### src/logic/irq_regs_cfg.svh
// Constants for the interrupt flag and enable register block.
// Assumes a 32-bit classic Wishbone bus; byte address is four times the index.
`ifndef IRQ_REGS_CFG_SVH
`define IRQ_REGS_CFG_SVH

// Register indices, byte address = index * 4
`define IDX_W 16
`define IDX_RTC_USB_KEYS 16'hFF94
`define IDX_FAULT_TWI_CMP 16'hFF95
`define IDX_EVT_STATUS 16'hFF96
`define IDX_EVT_MASK 16'hFF97

// Fields of the clock/serial-bus/keys register
`define B5_POWERDOWN_MUX_SEL 7
`define B5_CAL_EN 5
`define B5_CAL_FLAG 4
`define B5_SBUS_EN 3
`define B5_SBUS_FLAG 2
`define B5_KEYS_EN 1
`define B5_KEYS_FLAG 0

// Fields of the fault/two-wire/comparator register
`define B6_FAULT_EN 5
`define B6_FAULT_FLAG 4
`define B6_TWI_EN 3
`define B6_TWI_FLAG 2
`define B6_CMP_EN 1
`define B6_CMP_FLAG 0

// Software-writable bits of each control register
`define WMASK_5 8'hAA
`define WMASK_6 8'h2A

// Event numbers on the event bus; status and mask use the first six
`define EV_N 7
`define EV_CAL 0
`define EV_SBUS 1
`define EV_KEYS 2
`define EV_FAULT 3
`define EV_CMP 4
`define EV_TWI_DONE 5
`define EV_TWI_START 6
`define STAT_W 6

// Reset values
`define RST_CTL 8'h00
`define RST_STAT 6'h00
`define RST_MASK 6'h00

`endif

### src/logic/irq_regs_pkg.sv
// Types shared by the interrupt flag block and its event synchroniser.
// Assumes irq_regs_cfg.svh is on the include path.
`include "irq_regs_cfg.svh"

package irq_regs_pkg;

  typedef logic [`EV_N-1:0] ev_vec_t;

  // Synchroniser state: two flops per source, then one for edge finding
  typedef struct packed {
    ev_vec_t meta;
    ev_vec_t sync;
    ev_vec_t prev;
  } sync_state_s;

  // Register block state
  typedef struct packed {
    logic [7:0] ctl5;
    logic [7:0] ctl6;
    logic [`STAT_W-1:0] stat;
    logic [`STAT_W-1:0] mask;
    logic ack;
    logic [31:0] dat;
    logic irq;
    logic req;
  } reg_state_s;

endpackage

### src/logic/irq_event_if.sv
// Event pulse bus from the synchroniser to the register block.
// Assumes both ends run on the same clock.
`timescale 1ns/1ps

interface irq_event_if;
  irq_regs_pkg::ev_vec_t pulse;
  modport src (output pulse);
  modport snk (input pulse);
endinterface

### src/logic/irq_flag_regs.sv
// Interrupt flag and enable registers behind a classic Wishbone slave.
// Assumes 32-bit data, byte lane 0 for register data, ADR_W of 18 or more.
//
// Summary of operation
// Second register bit 5 enables fault interrupt
// Second register bit 4 flags supply fault
// Second register bit 3 enables two-wire interrupt
// Bit 2 sets on done, clears on start
// Second register bit 1 enables comparator interrupt
// Second register bit 0 flags comparator event
// First register bit 5 enables clock interrupt
// First register bit 4 clock flag, read-clear
// First register bit 1 enables keys interrupt
// First register bit 0 keys flag, read-clear
// First register bit 7 drives power-down mux
// Request when any flag and enable set
// Unused bits read zero, writes ignored
//
// Added by the designer: the Wishbone interface to the registers.
`timescale 1ns/1ps

module irq_flag_regs #(
  parameter int ADR_W = 18
) (
  input wire logic clk_i,
  input wire logic rst_i,
  input wire logic ce_i,
  // Classic Wishbone slave
  input wire logic cyc_i,
  input wire logic stb_i,
  input wire logic we_i,
  input wire logic [ADR_W-1:0] adr_i,
  input wire logic [3:0] sel_i,
  input wire logic [31:0] dat_i,
  output logic [31:0] dat_o,
  output logic ack_o,
  // Peripheral event sources, any clock
  input wire logic cal_event_i,
  input wire logic sbus_event_i,
  input wire logic key_detect_i,
  input wire logic supply_fault_i,
  input wire logic comparator_i,
  input wire logic twowire_done_i,
  input wire logic twowire_start_i,
  // Results
  output logic irq_req_o,
  output logic irq_o,
  output logic powerdown_mux_sel_o
);
  import irq_regs_pkg::*;

  // Register select codes from the address decoder
  localparam logic [3:0] SEL_CTL5 = 4'h1;
  localparam logic [3:0] SEL_CTL6 = 4'h2;
  localparam logic [3:0] SEL_STAT = 4'h4;
  localparam logic [3:0] SEL_MASK = 4'h8;

  reg_state_s s;
  reg_state_s next_s;
  ev_vec_t raw;
  irq_event_if ev_bus ();

  // Gather the sources into one vector for the synchroniser
  always_comb
  begin
    raw = '0;
    raw[`EV_CAL] = cal_event_i;
    raw[`EV_SBUS] = sbus_event_i;
    raw[`EV_KEYS] = key_detect_i;
    raw[`EV_FAULT] = supply_fault_i;
    raw[`EV_CMP] = comparator_i;
    raw[`EV_TWI_DONE] = twowire_done_i;
    raw[`EV_TWI_START] = twowire_start_i;
  end

  irq_event_sync u_sync (
    .clk_i(clk_i),
    .rst_i(rst_i),
    .ce_i(ce_i),
    .raw_i(raw),
    .ev(ev_bus.src)
  );

  // One-hot register select; zero for an unmapped word
  function automatic logic [3:0] decode(input logic [ADR_W-1:0] adr);
    logic [`IDX_W-1:0] idx;
    idx = adr[`IDX_W+1:2];
    if (adr[1:0] != 2'h0)
      decode = 4'h0;
    else if (idx == `IDX_RTC_USB_KEYS)
      decode = SEL_CTL5;
    else if (idx == `IDX_FAULT_TWI_CMP)
      decode = SEL_CTL6;
    else if (idx == `IDX_EVT_STATUS)
      decode = SEL_STAT;
    else if (idx == `IDX_EVT_MASK)
      decode = SEL_MASK;
    else
      decode = 4'h0;
  endfunction

  // Read data for a selected register, bits above eight are zero
  function automatic logic [31:0] read_word(input logic [3:0] hit, input reg_state_s st);
    logic [7:0] b;
    b = 8'h00;
    if (hit == SEL_CTL5)
      b = st.ctl5;
    else if (hit == SEL_CTL6)
      b = st.ctl6;
    else if (hit == SEL_STAT)
      b = {2'h0, st.stat};
    else if (hit == SEL_MASK)
      b = {2'h0, st.mask};
    read_word = {24'h000000, b};
  endfunction

  // Next state: bus access first, then clears, then hardware sets
  always_comb
  begin
    logic [3:0] hit;
    logic take;
    logic wr;
    logic rd;
    logic [7:0] wb;
    ev_vec_t p;
    hit = decode(adr_i);
    take = cyc_i & stb_i & ~s.ack;
    wr = take & we_i & sel_i[0];
    rd = take & ~we_i;
    wb = dat_i[7:0];
    p = ev_bus.pulse;
    next_s = s;

    // Ack one cycle after the request, dropped the cycle after
    next_s.ack = take;
    if (rd)
    begin
      next_s.dat = read_word(hit, s);
    end

    // Enable and mux bits; flags and spare bits keep their value
    if (wr && hit == SEL_CTL5)
    begin
      next_s.ctl5 = (s.ctl5 & ~`WMASK_5) | (wb & `WMASK_5); // see see see
    end
    if (wr && hit == SEL_CTL6)
    begin
      next_s.ctl6 = (s.ctl6 & ~`WMASK_6) | (wb & `WMASK_6); // see see see
    end
    if (wr && hit == SEL_MASK)
    begin
      next_s.mask = wb[`STAT_W-1:0];
    end

    // Write one to clear in the event status register
    if (wr && hit == SEL_STAT)
    begin
      next_s.stat = s.stat & ~wb[`STAT_W-1:0];
    end

    // Read clears the flags of the register just read, except the two-wire done flag
    if (rd && hit == SEL_CTL5)
    begin
      next_s.ctl5[`B5_CAL_FLAG] = 1'b0;
      next_s.ctl5[`B5_SBUS_FLAG] = 1'b0;
      next_s.ctl5[`B5_KEYS_FLAG] = 1'b0;
    end
    if (rd && hit == SEL_CTL6)
    begin
      next_s.ctl6[`B6_FAULT_FLAG] = 1'b0;
      next_s.ctl6[`B6_CMP_FLAG] = 1'b0;
    end

    // Two-wire done flag is cleared by the next transaction start
    if (p[`EV_TWI_START])
    begin
      next_s.ctl6[`B6_TWI_FLAG] = 1'b0;
    end

    // Hardware sets win over any clear in the same cycle
    if (p[`EV_CAL])
    begin
      next_s.ctl5[`B5_CAL_FLAG] = 1'b1;
    end
    if (p[`EV_SBUS])
    begin
      next_s.ctl5[`B5_SBUS_FLAG] = 1'b1;
    end
    if (p[`EV_KEYS])
    begin
      next_s.ctl5[`B5_KEYS_FLAG] = 1'b1;
    end
    if (p[`EV_FAULT])
    begin
      next_s.ctl6[`B6_FAULT_FLAG] = 1'b1;
    end
    if (p[`EV_CMP])
    begin
      next_s.ctl6[`B6_CMP_FLAG] = 1'b1;
    end
    if (p[`EV_TWI_DONE])
    begin
      next_s.ctl6[`B6_TWI_FLAG] = 1'b1;
    end

    // Sticky event copy for the masked interrupt line
    next_s.stat = next_s.stat | p[`STAT_W-1:0];

    // Flag-and-enable request, taken from next values so it is a flop
    next_s.req =
      (next_s.ctl5[`B5_CAL_FLAG] & next_s.ctl5[`B5_CAL_EN]) | // see
      (next_s.ctl5[`B5_SBUS_FLAG] & next_s.ctl5[`B5_SBUS_EN]) |
      (next_s.ctl5[`B5_KEYS_FLAG] & next_s.ctl5[`B5_KEYS_EN]) |
      (next_s.ctl6[`B6_FAULT_FLAG] & next_s.ctl6[`B6_FAULT_EN]) |
      (next_s.ctl6[`B6_TWI_FLAG] & next_s.ctl6[`B6_TWI_EN]) |
      (next_s.ctl6[`B6_CMP_FLAG] & next_s.ctl6[`B6_CMP_EN]);

    // Level interrupt while any unmasked status bit is set
    next_s.irq = |(next_s.stat & next_s.mask);
  end

  // Single state register; clock enable freezes everything
  always_ff @(posedge clk_i)
  begin
    if (rst_i)
    begin
      s.ctl5 <= `RST_CTL;
      s.ctl6 <= `RST_CTL;
      s.stat <= `RST_STAT;
      s.mask <= `RST_MASK;
      s.ack <= 1'b0;
      s.dat <= 32'h00000000;
      s.irq <= 1'b0;
      s.req <= 1'b0;
    end
    else if (ce_i)
    begin
      s <= next_s;
    end
  end

  // Outputs straight from the state flops
  assign dat_o = s.dat;
  assign ack_o = s.ack;
  assign irq_req_o = s.req;
  assign irq_o = s.irq;
  assign powerdown_mux_sel_o = s.ctl5[`B5_POWERDOWN_MUX_SEL];
endmodule

### src/logic/irq_event_sync.sv
// Two-flop synchroniser and rising-edge detector for peripheral events.
// Assumes raw inputs may come from any clock; pulses are one cycle wide.
`timescale 1ns/1ps

module irq_event_sync (
  input wire logic clk_i,
  input wire logic rst_i,
  input wire logic ce_i,
  input wire irq_regs_pkg::ev_vec_t raw_i,
  irq_event_if.src ev
);
  import irq_regs_pkg::*;

  sync_state_s s;
  sync_state_s next_s;

  // Meta feeds only the second flop; edges are taken after it
  always_comb
  begin
    next_s = s;
    next_s.meta = raw_i;
    next_s.sync = s.meta;
    next_s.prev = s.sync;
  end

  always_ff @(posedge clk_i)
  begin
    if (rst_i)
    begin
      s <= '0;
    end
    else if (ce_i)
    begin
      s <= next_s;
    end
  end

  // A level held high gives one event only
  assign ev.pulse = s.sync & ~s.prev;
endmodule

### config.mk
export PLATFORM = sky130hd
export DESIGN_NAME = irq_flag_regs
export DESIGN_NICKNAME = d
export VERILOG_FILES = /design/src/logic/irq_regs_pkg.sv /design/src/logic/irq_event_if.sv /design/src/logic/irq_flag_regs.sv /design/src/logic/irq_event_sync.sv
export VERILOG_INCLUDE_DIRS = /design/src /design/src/logic
export SDC_FILE = /design/constraint.sdc
export NUM_CORES = 1
export LEC_CHECK = 0
export BUFFER_PORTS_ARGS = -buffer_cell sky130_fd_sc_hd__buf_2
export CELL_PAD_IN_SITES_DETAIL_PLACEMENT = 1
export CELL_PAD_IN_SITES_GLOBAL_PLACEMENT = 2
export CORE_MARGIN = 3
export CORE_UTILIZATION = 30
export CTS_BUF_LIST = sky130_fd_sc_hd__clkbuf_8
export CTS_CLUSTER_DIAMETER = 30
export DETAILED_ROUTE_END_ITERATION = 8
export PLACE_DENSITY_LB_ADDON = 0.1
export SLEW_MARGIN = 10
export SYNTH_ARGS = -nofsm -noshare
export SYNTH_HDL_FRONTEND = slang
export SYNTH_SLANG_ARGS = --single-unit
### constraint.sdc
create_clock -name clk_i -period 2.7 [get_ports clk_i]
set_input_delay 0.675 -clock clk_i [delete_from_list [all_inputs] [get_ports clk_i]]
set_output_delay 0.675 -clock clk_i [all_outputs]
set_load 0.05 [all_outputs]
==> impl_metrics.toml, run 1 <==
[route]
wl_mm = 8.201
vias = 2508
via_per_inst = 4.927
routed_wire_length_per_instance_um = 16.11
drc = 0
detail_route.iter0.violations = 58
antenna_violating_nets_post_route = 0
total_iterations_of_the_first_detailed_routing_run = 4

[worst_hold_path]
timing.hold.worst.class = "reg2reg"
min_delay_path_depth = 2

[sta]
grt_setup_unrepaired = "no"
final.hold.worst_slack_ns = 0.4624
timing_hold_violations_final = 0
skew_ns = 0.005693
max_freq_mhz = 440.4
period_needed_ns = 2.271
final.period_utilization_pct = 84.09
finalSetupViolCount = 0
final_max_slew_viol_count = 0
worst_slew_pin_slew_ns = 0.5685
timing.max_slew.rel_slack_pct = 62.01
setup_total_negative_slack_ns = 0

[logic_synthesis]
synth_cell_types = 50
mappedNetlistArea_mm2 = 0.003019
synth_cells = 344
synthesis.area_per_instance_um2 = 8.777
ys_seq_area_share_pct = 37.13
synth_async_sr_flop_share_pct = 0
yosysWarningCount = 0
synth-main-ff-cell = "sky130_fd_sc_hd__dfxtp_1"
synth.ff_latch_count = 56
synth_enable_flop_cells = 0

[clock_tree]
cts_buffers = 5
cts.sinks = 56
ctsHtreeMaxLevel = 2
tritoncts = "done"
clk_root_buffer_cell = "sky130_fd_sc_hd__clkbuf_8"
cts_hold_buf = 0
worst_skew_pair.late_latency_ns = 0.31
cts.repair.resized = 0
clkSlewWorstSetupHoldPaths_ns = 0.10
max-clock-path-buffers = 2
post-cts-setup-buffer-count = 0

[placement]
place.gp.congestion = 0.7847
io_buffer_count = 49
place_hpwl_mm = 6.170

[grt]
grt_start_max_net_pins = 30
grt_antenna_before_repair = 0
grt_pass1_vias = 2494
grt_util_all_layers_pct = 14.51
global_route_wire_length_before_repair_mm = 13.13
globalRouteOverflowTotal = 0

[setup_path]
critical_path.max_fanout = 6
critical_path.cell_chain = "buf_2, nor4b_4, and4_1, buf_4, and2_0, a221oi_1, a211o_1, a21oi_1"
criticalPathCategory = "in2reg"
cp_data_required_time_ns = 2.94
crit_path_top_delay_cell = "sky130_fd_sc_hd__nor4b_4"
critical_path.endpoint_type = "flip-flop"
crit_path_start_kind = "input pin"
slowest_delay_ns = 0.32
cp.arrival_ns = 2.51
r2r.worst_path.cells = 6

[power_and_ir_drop]
vdd_ir_drop_max_v = 0.0002705
cellPowerDensity_mw_per_mm2 = 490.9
leakage_nw = 1.413

[floorplan]
core-area_mm2 = 0.009503
std_cell_rows = 35
die_w_um = 106.3
initial_cell_density_of_the_core_pct = 31.77
die-area_mm2 = 0.01130
die_y_um = 106.3
io_pins = 103

[layout]
mostFrequentLayoutCells = "sky130_fd_sc_hd__dfxtp_1, sky130_fd_sc_hd__buf_2, sky130_fd_sc_hd__nor2_1, sky130_fd_sc_hd__mux2i_1, sky130_fd_sc_hd__conb_1"
final_nets = 446
layout-area-overhead-vs-synth_pct = 11.94
antenna_cells = 0
post_route_cells_drive_above_1_share_pct = 20.53
mostFrequentLayoutCell = "sky130_fd_sc_hd__dfxtp_1"

[flow_run]
max_cap_viol_count = 0

[outcome]
outcome = "complete, no violations"
metal layers:
layer  wire (um)  global-route usage (%)  vias up
met3         368                   2.368        5
met2        3695                   23.30       56
met1        4084                   20.45     1208
met5           0                       0        -
li1            -                       -     1239
met4          53                   3.053        0
kinds of logic after synthesis:
| kind of cell | Yosys count | synth area share [%] |
|---|---|---|
| compound gates | 61 | 14.67 |
| buf+inv | 59 | 11.98 |
| flops | 56 | 37.13 |
| mux | 43 | 14.34 |
| other cells | 1 | 0.1242 |
| simple gates | 124 | 21.76 |
per-stage QoR:
step | setup slack (ns) | utilization, % | area [um2] | total power [mW] | instances
final | 0.4295 | 35.56 | 3379 | 1.659 | 509
after floorplan | 0.4000 | - | 3109 | 1.080 | 368
after global placement | 0.08814 | 34.39 | 3268 | 1.118 | 501
after global routing | 0.2870 | 35.56 | 3379 | 1.741 | 509
after CTS | 0.4013 | 35.56 | 3379 | 1.686 | 509
after detailed placement | 0.08491 | 34.39 | 3268 | 1.121 | 501
final timing paths:
check	to	start	slack [ns]
max	dat_o[3]	adr_i[1]	0.43
min	dat_o[5]	dat_o[5]	0.46
max reg2reg	irq_o	ack_o	0.60
min reg2reg	dat_o[5]	dat_o[5]	0.46
power by group:
part | switching, mW | total, mW | internal, mW
combinational | 0.173 | 0.241 | 0.0680
clock | 0.281 | 0.558 | 0.277
sequential | 0.0139 | 0.860 | 0.846
total | 0.468 | 1.66 | 1.19
cell usage after synthesis (2+ instances only):
library cell                instances  area, um2
sky130_fd_sc_hd__nor2_1            48      180.2
sky130_fd_sc_hd__a211o_1            6      52.55
sky130_fd_sc_hd__nor2b_1            6      37.54
sky130_fd_sc_hd__nand3_1           12      60.06
sky130_fd_sc_hd__nand2_1           21      78.83
sky130_fd_sc_hd__nand2b_1           4      25.02
sky130_fd_sc_hd__a41oi_1            2      17.52
sky130_fd_sc_hd__buf_1              5      18.77
sky130_fd_sc_hd__a221oi_1           6      52.55
sky130_fd_sc_hd__mux2i_1           41      410.4
sky130_fd_sc_hd__and3_1             4      25.02
sky130_fd_sc_hd__clkbuf_1          14      52.55
sky130_fd_sc_hd__a22o_1             2      17.52
sky130_fd_sc_hd__dfxtp_1           56       1121
sky130_fd_sc_hd__a21oi_1           20      100.1
sky130_fd_sc_hd__mux2_2             2      22.52
sky130_fd_sc_hd__o32a_1             2      20.02
sky130_fd_sc_hd__buf_4             34      255.2
sky130_fd_sc_hd__a22oi_1            3      22.52
sky130_fd_sc_hd__a311oi_2           2      30.03
sky130_fd_sc_hd__and3b_1            4      35.03
sky130_fd_sc_hd__and4_1             4      35.03
sky130_fd_sc_hd__nor3b_1            2      15.01
sky130_fd_sc_hd__nand4_1            8      50.05
sky130_fd_sc_hd__o21ai_0            5      25.02
sky130_fd_sc_hd__a2bb2oi_1          2      17.52
sky130_fd_sc_hd__a211oi_1           3      22.52
sky130_fd_sc_hd__buf_2              4      20.02
critical path: cells and delay by family:
family,cells,cell delay (ns)
buffers and inverters,2,0.28
AO/OA/AOI/OAI,3,0.60
AND/OR/NAND/NOR,3,0.96
sequential cells by signal, indices dropped and copies added (netlist names):
name,flops
s,24
u_sync.next_s,14
dat_o,7
u_sync.s,7
ack_o,1
irq_o,1
irq_req_o,1
powerdown_mux_sel_o,1
final cells by class:
cell class,count,area [um2]
fill,1113,6123
multi-input combinational,253,1627
sequential,56,1121
timing repair buffer,62,355.3
tap,129,161.4
clock buffer,5,68.82
clock inverter,3,42.54
inverter,1,3.754
Note: power is estimated with default switching activity, not from simulation.
==> run 2, diff against run 1 <==
--- a/config.mk
+++ b/config.mk
@@ -6,11 +6,12 @@
 export SDC_FILE = /design/constraint.sdc
 export NUM_CORES = 1
 export LEC_CHECK = 0
+export ABC_AREA = 1
 export BUFFER_PORTS_ARGS = -buffer_cell sky130_fd_sc_hd__buf_2
 export CELL_PAD_IN_SITES_DETAIL_PLACEMENT = 1
 export CELL_PAD_IN_SITES_GLOBAL_PLACEMENT = 2
 export CORE_MARGIN = 3
-export CORE_UTILIZATION = 30
+export CORE_UTILIZATION = 27
 export CTS_BUF_LIST = sky130_fd_sc_hd__clkbuf_8
 export CTS_CLUSTER_DIAMETER = 30
 export DETAILED_ROUTE_END_ITERATION = 8
==> constraint.sdc (replaced) <==
create_clock -name clk_i -period 2.1 [get_ports clk_i]
set_input_delay 0.525 -clock clk_i [delete_from_list [all_inputs] [get_ports clk_i]]
set_output_delay 0.525 -clock clk_i [all_outputs]
set_load 0.05 [all_outputs]
==> impl_metrics.toml, run 2 <==
[clock_tree]
tritoncts = "done"
post-cts-setup-buffer-count = 0
cts_hold_buf = 0
clkSlewWorstSetupHoldPaths_ns = 0.11
ctsHtreeMaxLevel = 2
cts.sinks = 56
clk_root_buffer_cell = "sky130_fd_sc_hd__clkbuf_8"
worst_skew_pair.late_latency_ns = 0.32
max-clock-path-buffers = 2
cts.repair.resized = 0
cts_buffers = 5

[layout]
final_nets = 571
postLayoutCoreUtil_pct = 32.45
mostFrequentLayoutCells = "sky130_fd_sc_hd__nand2_1, sky130_fd_sc_hd__nor2_1, sky130_fd_sc_hd__dfxtp_1, sky130_fd_sc_hd__inv_1, sky130_fd_sc_hd__buf_2"
max_flop_register = "s"
number_of_flip_flops_in_the_largest_register = 24
layout-area-overhead-vs-synth_pct = 14.95
post_route_cells_drive_above_1_share_pct = 20.20
layoutNonFillerInstCount = 645
antenna_cells = 0
mostFrequentLayoutCell = "sky130_fd_sc_hd__nand2_1"
num-fill-cells = 1425

[setup_path]
critical_path.max_fanout = 6
critical_path.most_common_cell = "sky130_fd_sc_hd__nand2_1"
critical_path.endpoint_type = "flip-flop"
slowest_delay_ns = 0.34
crit_path_start_kind = "flip-flop"
cp_data_required_time_ns = 2.31
criticalPathCategory = "reg2reg"
critical_path.cell_chain = "nand3b_4, nor2_4, buf_4, nand3_2, nand2_1, nand3_1, nand2_1, nand2_1, nor2_2, a21oi_2"
cp.arrival_ns = 1.92
crit_path_top_delay_cell = "sky130_fd_sc_hd__dfxtp_1"

[grt]
globalRouteOverflowTotal = 0
grt_start_max_net_pins = 51
grt_antenna_before_repair = 0
grt_pass1_vias = 2905
global_route_wire_length_before_repair_mm = 14.87
grt_util_all_layers_pct = 14.44

[outcome]
outcome = "complete, no violations"

[sta]
finalSetupViolCount = 0
period_needed_ns = 1.711
setup_total_negative_slack_ns = 0
final_max_slew_viol_count = 0
max_freq_mhz = 584.5
skew_ns = 0.006253
timing.max_slew.rel_slack_pct = 66.47
final.period_utilization_pct = 81.47
grt_setup_unrepaired = "no"
timing_hold_violations_final = 0
worst_slew_pin_slew_ns = 0.5030

[power_and_ir_drop]
cellPowerDensity_mw_per_mm2 = 650.4
leakage_nw = 1.706
vdd_ir_drop_max_v = 0.0003396
report.power.total_mw = 2.328

[worst_hold_path]
timing.hold.worst.class = "in2reg"

[logic_synthesis]
yosysWarningCount = 0
synth_cells = 454
synth.ff_latch_count = 56
synth_commonest_cells = "sky130_fd_sc_hd__nand2_1, sky130_fd_sc_hd__nor2_1, sky130_fd_sc_hd__dfxtp_1"
synth_enable_flop_cells = 0
synthMostInstantiatedCell = "sky130_fd_sc_hd__nand2_1"
synthDominantAreaCellType = "sky130_fd_sc_hd__dfxtp_1"
synth_async_sr_flop_share_pct = 0
ys_seq_area_share_pct = 36.00
synth_area_leaders = "sky130_fd_sc_hd__dfxtp_1, sky130_fd_sc_hd__nand2_1, sky130_fd_sc_hd__nor2_1"
synth_cell_types = 30
synth_largest_type_area_fraction_pct = 36.00
synthesis.area_per_instance_um2 = 6.860
mappedNetlistArea_mm2 = 0.003114
synth-main-ff-cell = "sky130_fd_sc_hd__dfxtp_1"

[route]
drc = 0
antenna_violating_nets_post_route = 0
wl_mm = 9.041
vias = 2946
via_per_inst = 4.567
routed_wire_length_per_instance_um = 14.02
detail_route.iter0.violations = 114
total_iterations_of_the_first_detailed_routing_run = 4

[flow_run]
max_cap_viol_count = 0

[placement]
place_inst = 637
place_hpwl_mm = 6.906
io_buffer_count = 49
place.gp.congestion = 0.7546

[floorplan]
io_pins = 103
die_y_um = 113.4
initial_cell_density_of_the_core_pct = 28.23
core-area_mm2 = 0.01103
std_cell_rows = 38
die_w_um = 113.4
die-area_mm2 = 0.01286
## run 2: changes by cell type in the layout (fill, tap and decap cells not counted), moves of 6 or more
cell / before / now
sky130_fd_sc_hd__a211o_1: 6 / 0
sky130_fd_sc_hd__nand2_1: 21 / 77
sky130_fd_sc_hd__o21ai_0: 5 / 46
sky130_fd_sc_hd__inv_1: 2 / 50
sky130_fd_sc_hd__mux2i_1: 41 / 0
sky130_fd_sc_hd__a221oi_1: 6 / 0
sky130_fd_sc_hd__nor2_1: 48 / 67
sky130_fd_sc_hd__buf_4: 12 / 20
sky130_fd_sc_hd__o21ai_2: 0 / 6
sky130_fd_sc_hd__nor2b_1: 6 / 0
sky130_fd_sc_hd__nand3_1: 12 / 29
## run 2: power breakdown
part | total, mW | internal, mW | switching (mW)
Combinational | 0.428 | 0.117 | 0.311
Clock | 0.743 | 0.357 | 0.386
Sequential | 1.16 | 1.12 | 0.0353
Total | 2.33 | 1.60 | 0.732
## run 2: cell type report
class | instances | area (um2) | share of cell area [%]
tap | 140 | 175.2 | 4.893
sequential | 56 | 1121 | 31.32
clock buffer | 5 | 68.82 | 1.922
clock inverter | 3 | 42.54 | 1.188
timing repair buffer | 70 | 415.4 | 11.60
multi-input combinational | 320 | 1565 | 43.73
inverter | 51 | 191.4 | 5.348
## run 2: worst paths after layout
kind,from,to,slack [ns],cells past startpoint
setup reg to reg,ack_o,irq_o,0.39,10
setup / recovery,ack_o,irq_o,0.39,10
hold reg to reg,u_sync.s[1],u_sync.s[1],0.46,2
hold / removal,key_detect_i,u_sync.next_s[9],0.42,3
## run 2: routing by layer
layer / part of all wire, % / vias to the layer above / global-route usage, %
li1: - / 1515 / -
met1: 46 / 1365 / 19.16
met2: 48 / 58 / 24.33
met3: 4.5 / 8 / 2.706
met4: 1.2 / 0 / 3.446
met5: 0 / - / 0
## run 2: cell families (layout without fill, tap and decap cells)
logic type	Yosys count	after routing	share of synthesized area [%]
AO/OA/AOI/OAI	93	93	16.96
buffers and inverters	102	129	16.63
flip-flops	56	56	36.00
other	1	25	0.1204
AND/OR/NAND/NOR	202	202	30.29
## run 2: worst max-delay path, delay by kind of cell (launching register included)
kind	cells	cell delay, ns
simple gates	8	1.03
buf+inv	1	0.17
compound gates	1	0.07
flops	1	0.34
## run 2: stage by stage
step,hold slack (ns),instance area (um2),setup slack (ns)
global placement,0.4406,3468,0.07075
detailed placement,0.4496,3468,0.06500
floorplan,0.4335,3204,0.4167
CTS,0.4075,3580,0.3725
global route,0.4215,3580,0.2390
finish,0.4234,3580,0.3891
==> run 3, diff against run 2 <==
--- a/config.mk
+++ b/config.mk
@@ -6,7 +6,7 @@
 export SDC_FILE = /design/constraint.sdc
 export NUM_CORES = 1
 export LEC_CHECK = 0
-export ABC_AREA = 1
+export ABC_AREA = 0
 export BUFFER_PORTS_ARGS = -buffer_cell sky130_fd_sc_hd__buf_2
 export CELL_PAD_IN_SITES_DETAIL_PLACEMENT = 1
 export CELL_PAD_IN_SITES_GLOBAL_PLACEMENT = 2
==> constraint.sdc (replaced) <==
create_clock -name clk_i -period 1.4 [get_ports clk_i]
set_input_delay 0.35 -clock clk_i [delete_from_list [all_inputs] [get_ports clk_i]]
set_output_delay 0.35 -clock clk_i [all_outputs]
set_load 0.05 [all_outputs]
==> impl_metrics.toml, run 3 (synthesis results as in run 1) <==
[floorplan]
io_pins = 103
core-area_mm2 = 0.01060
initial_cell_density_of_the_core_pct = 28.48
die_y_um = 111.7
die_w_um = 111.7
die-area_mm2 = 0.01249
std_cell_rows = 37

[route]
routed_wire_length_per_instance_um = 16.88
via_per_inst = 4.821
wl_mm = 9.607
vias = 2743
detail_route.iter0.violations = 108
antenna_violating_nets_post_route = 0
drc = 0
total_iterations_of_the_first_detailed_routing_run = 4

[setup_path]
worst-path-stages = 6
path_delay_family = "simple AND/OR/NAND/NOR gates"
r2r.worst_path.cells = 6
critical_path.endpoint_type = "flip-flop"
critical_path.most_common_cell = "sky130_fd_sc_hd__and3_4"
crit_path_start_kind = "flip-flop"
cp.arrival_ns = 2.05
critical_path.cell_chain = "and3b_2, and3_4, and3_4, mux2_4, a21oi_4, a311oi_2"
critical_path.max_fanout = 6
slowest_delay_ns = 0.36
crit_path_top_delay_cell = "sky130_fd_sc_hd__dfxtp_4"
path_buf_inv = 0
criticalPathCategory = "reg2reg"
cp_data_required_time_ns = 1.62

[clock_tree]
ctsHtreeMaxLevel = 2
cts_buffers = 5
tritoncts = "done"
clk_root_buffer_cell = "sky130_fd_sc_hd__clkbuf_8"
clkSlewWorstSetupHoldPaths_ns = 0.12
cts_hold_buf = 0
worst_skew_pair.late_latency_ns = 0.34
max-clock-path-buffers = 2
cts.sinks = 56

[sta]
skew_ns = 0.01453
final.period_utilization_pct = 131.0
final_max_slew_viol_count = 0
worst_slack_ns = -0.4339
max_freq_mhz = 545.3
final.hold.worst_slack_ns = 0.2443
grt_setup_unrepaired = "yes"
period_needed_ns = 1.834
setup_total_negative_slack_ns = -7.958
timing_hold_violations_final = 0
finalSetupViolCount = 34

[placement]
io_buffer_count = 49
place_hpwl_mm = 7.060
placement.setup.worst_slack_ns = -0.8179
place.gp.congestion = 0.8275

[power_and_ir_drop]
cellPowerDensity_mw_per_mm2 = 797.5
vdd_ir_drop_max_v = 0.0003820
leakage_nw = 1.741

[layout]
max_flop_register = "s"
antenna_cells = 0
postLayoutCoreUtil_pct = 38.86
post_route_cells_drive_above_1_share_pct = 40.18
mostFrequentLayoutCell = "sky130_fd_sc_hd__dfxtp_1"
number_of_flip_flops_in_the_largest_register = 24
mostFrequentLayoutCells = "sky130_fd_sc_hd__dfxtp_1, sky130_fd_sc_hd__buf_2, sky130_fd_sc_hd__buf_4, sky130_fd_sc_hd__nor2_1, sky130_fd_sc_hd__mux2i_1"
final_nets = 499
layout-area-overhead-vs-synth_pct = 36.47

[worst_hold_path]
timing.hold.worst.class = "in2reg"
min_delay_path_depth = 3

[grt]
grt_pass1_vias = 2842
global_route_wire_length_before_repair_mm = 15.36
grt_antenna_before_repair = 0
grt_start_max_net_pins = 57
grt_util_all_layers_pct = 15.48
globalRouteOverflowTotal = 0

[outcome]
outcome = "finished, violations left"
failed_checks = "negative setup slack"

[flow_run]
max_cap_viol_count = 0
run 3: cell count changes in the layout (fill, tap and decap cells not counted), moves of 23 or more:
cell and delta:
sky130_fd_sc_hd__buf_4 +27, sky130_fd_sc_hd__nand3_1 -23, sky130_fd_sc_hd__mux2i_1 +39, sky130_fd_sc_hd__nand2_1 -62, sky130_fd_sc_hd__o21ai_0 -44, sky130_fd_sc_hd__inv_1 -49
run 3: area by class of cell:
type                    count  area, um2
fillers                  1253       6481
multi-input cells         253       1879
flip-flops and latches     56       1125
repair buffers            115      845.8
well taps                 136      170.2
clock buffers               5      68.82
clock inverters             3      27.53
inverters                   1      3.754
run 3: worst paths after layout:
kind	start	slack, ns	to
worst max-delay path	ack_o	-0.43	irq_o
worst min-delay path	key_detect_i	0.24	u_sync.next_s[9]
worst max register to register	ack_o	-0.43	irq_o
worst min register to register	dat_o[0]	0.46	dat_o[0]
run 3: worst min-delay path: cells and delay by family:
family	cells	cell delay (ns)
and+or+nand+nor	1	0.07
muxes	1	0.05
buffers and inverters	1	0.08
run 3: report_power, final:
| part | total (mW) | switching, mW | leakage (nW) | internal (mW) |
|---|---|---|---|---|
| Combinational | 0.608 | 0.385 | 1.24 | 0.223 |
| Clock | 1.02 | 0.645 | 0.0463 | 0.370 |
| Sequential | 1.66 | 0.0308 | 0.455 | 1.63 |
| Total | 3.29 | 1.06 | 1.74 | 2.22 |
run 3: through the flow:
stage          std cells  power (mW)  instance area [um2]
2_1_floorplan        368       2.095                 3199
6_report             569       3.286                 4120
3_5_place_dp         547       2.251                 3654
5_1_grt              569       3.446                 4120
4_1_cts              567       3.325                 4038
3_3_place_gp         547       2.245                 3654
run 3: timing repair:
action,in CTS,in global routing
endpoints found under the setup margin,34,34
cloned,1,0
setup buffers,14,4
resized for setup,52,18
pin swaps,33,14
run 3: per-layer routing:
metal	GRT usage (%)	wire (um)	vias to the layer above	share of wire [%]
met4	4.623	119	0	1.2
met3	2.554	305	11	3.2
met2	26.38	4709	52	49
li1	-	-	1343	-
met5	0	0	-	0
met1	20.06	4473	1337	47
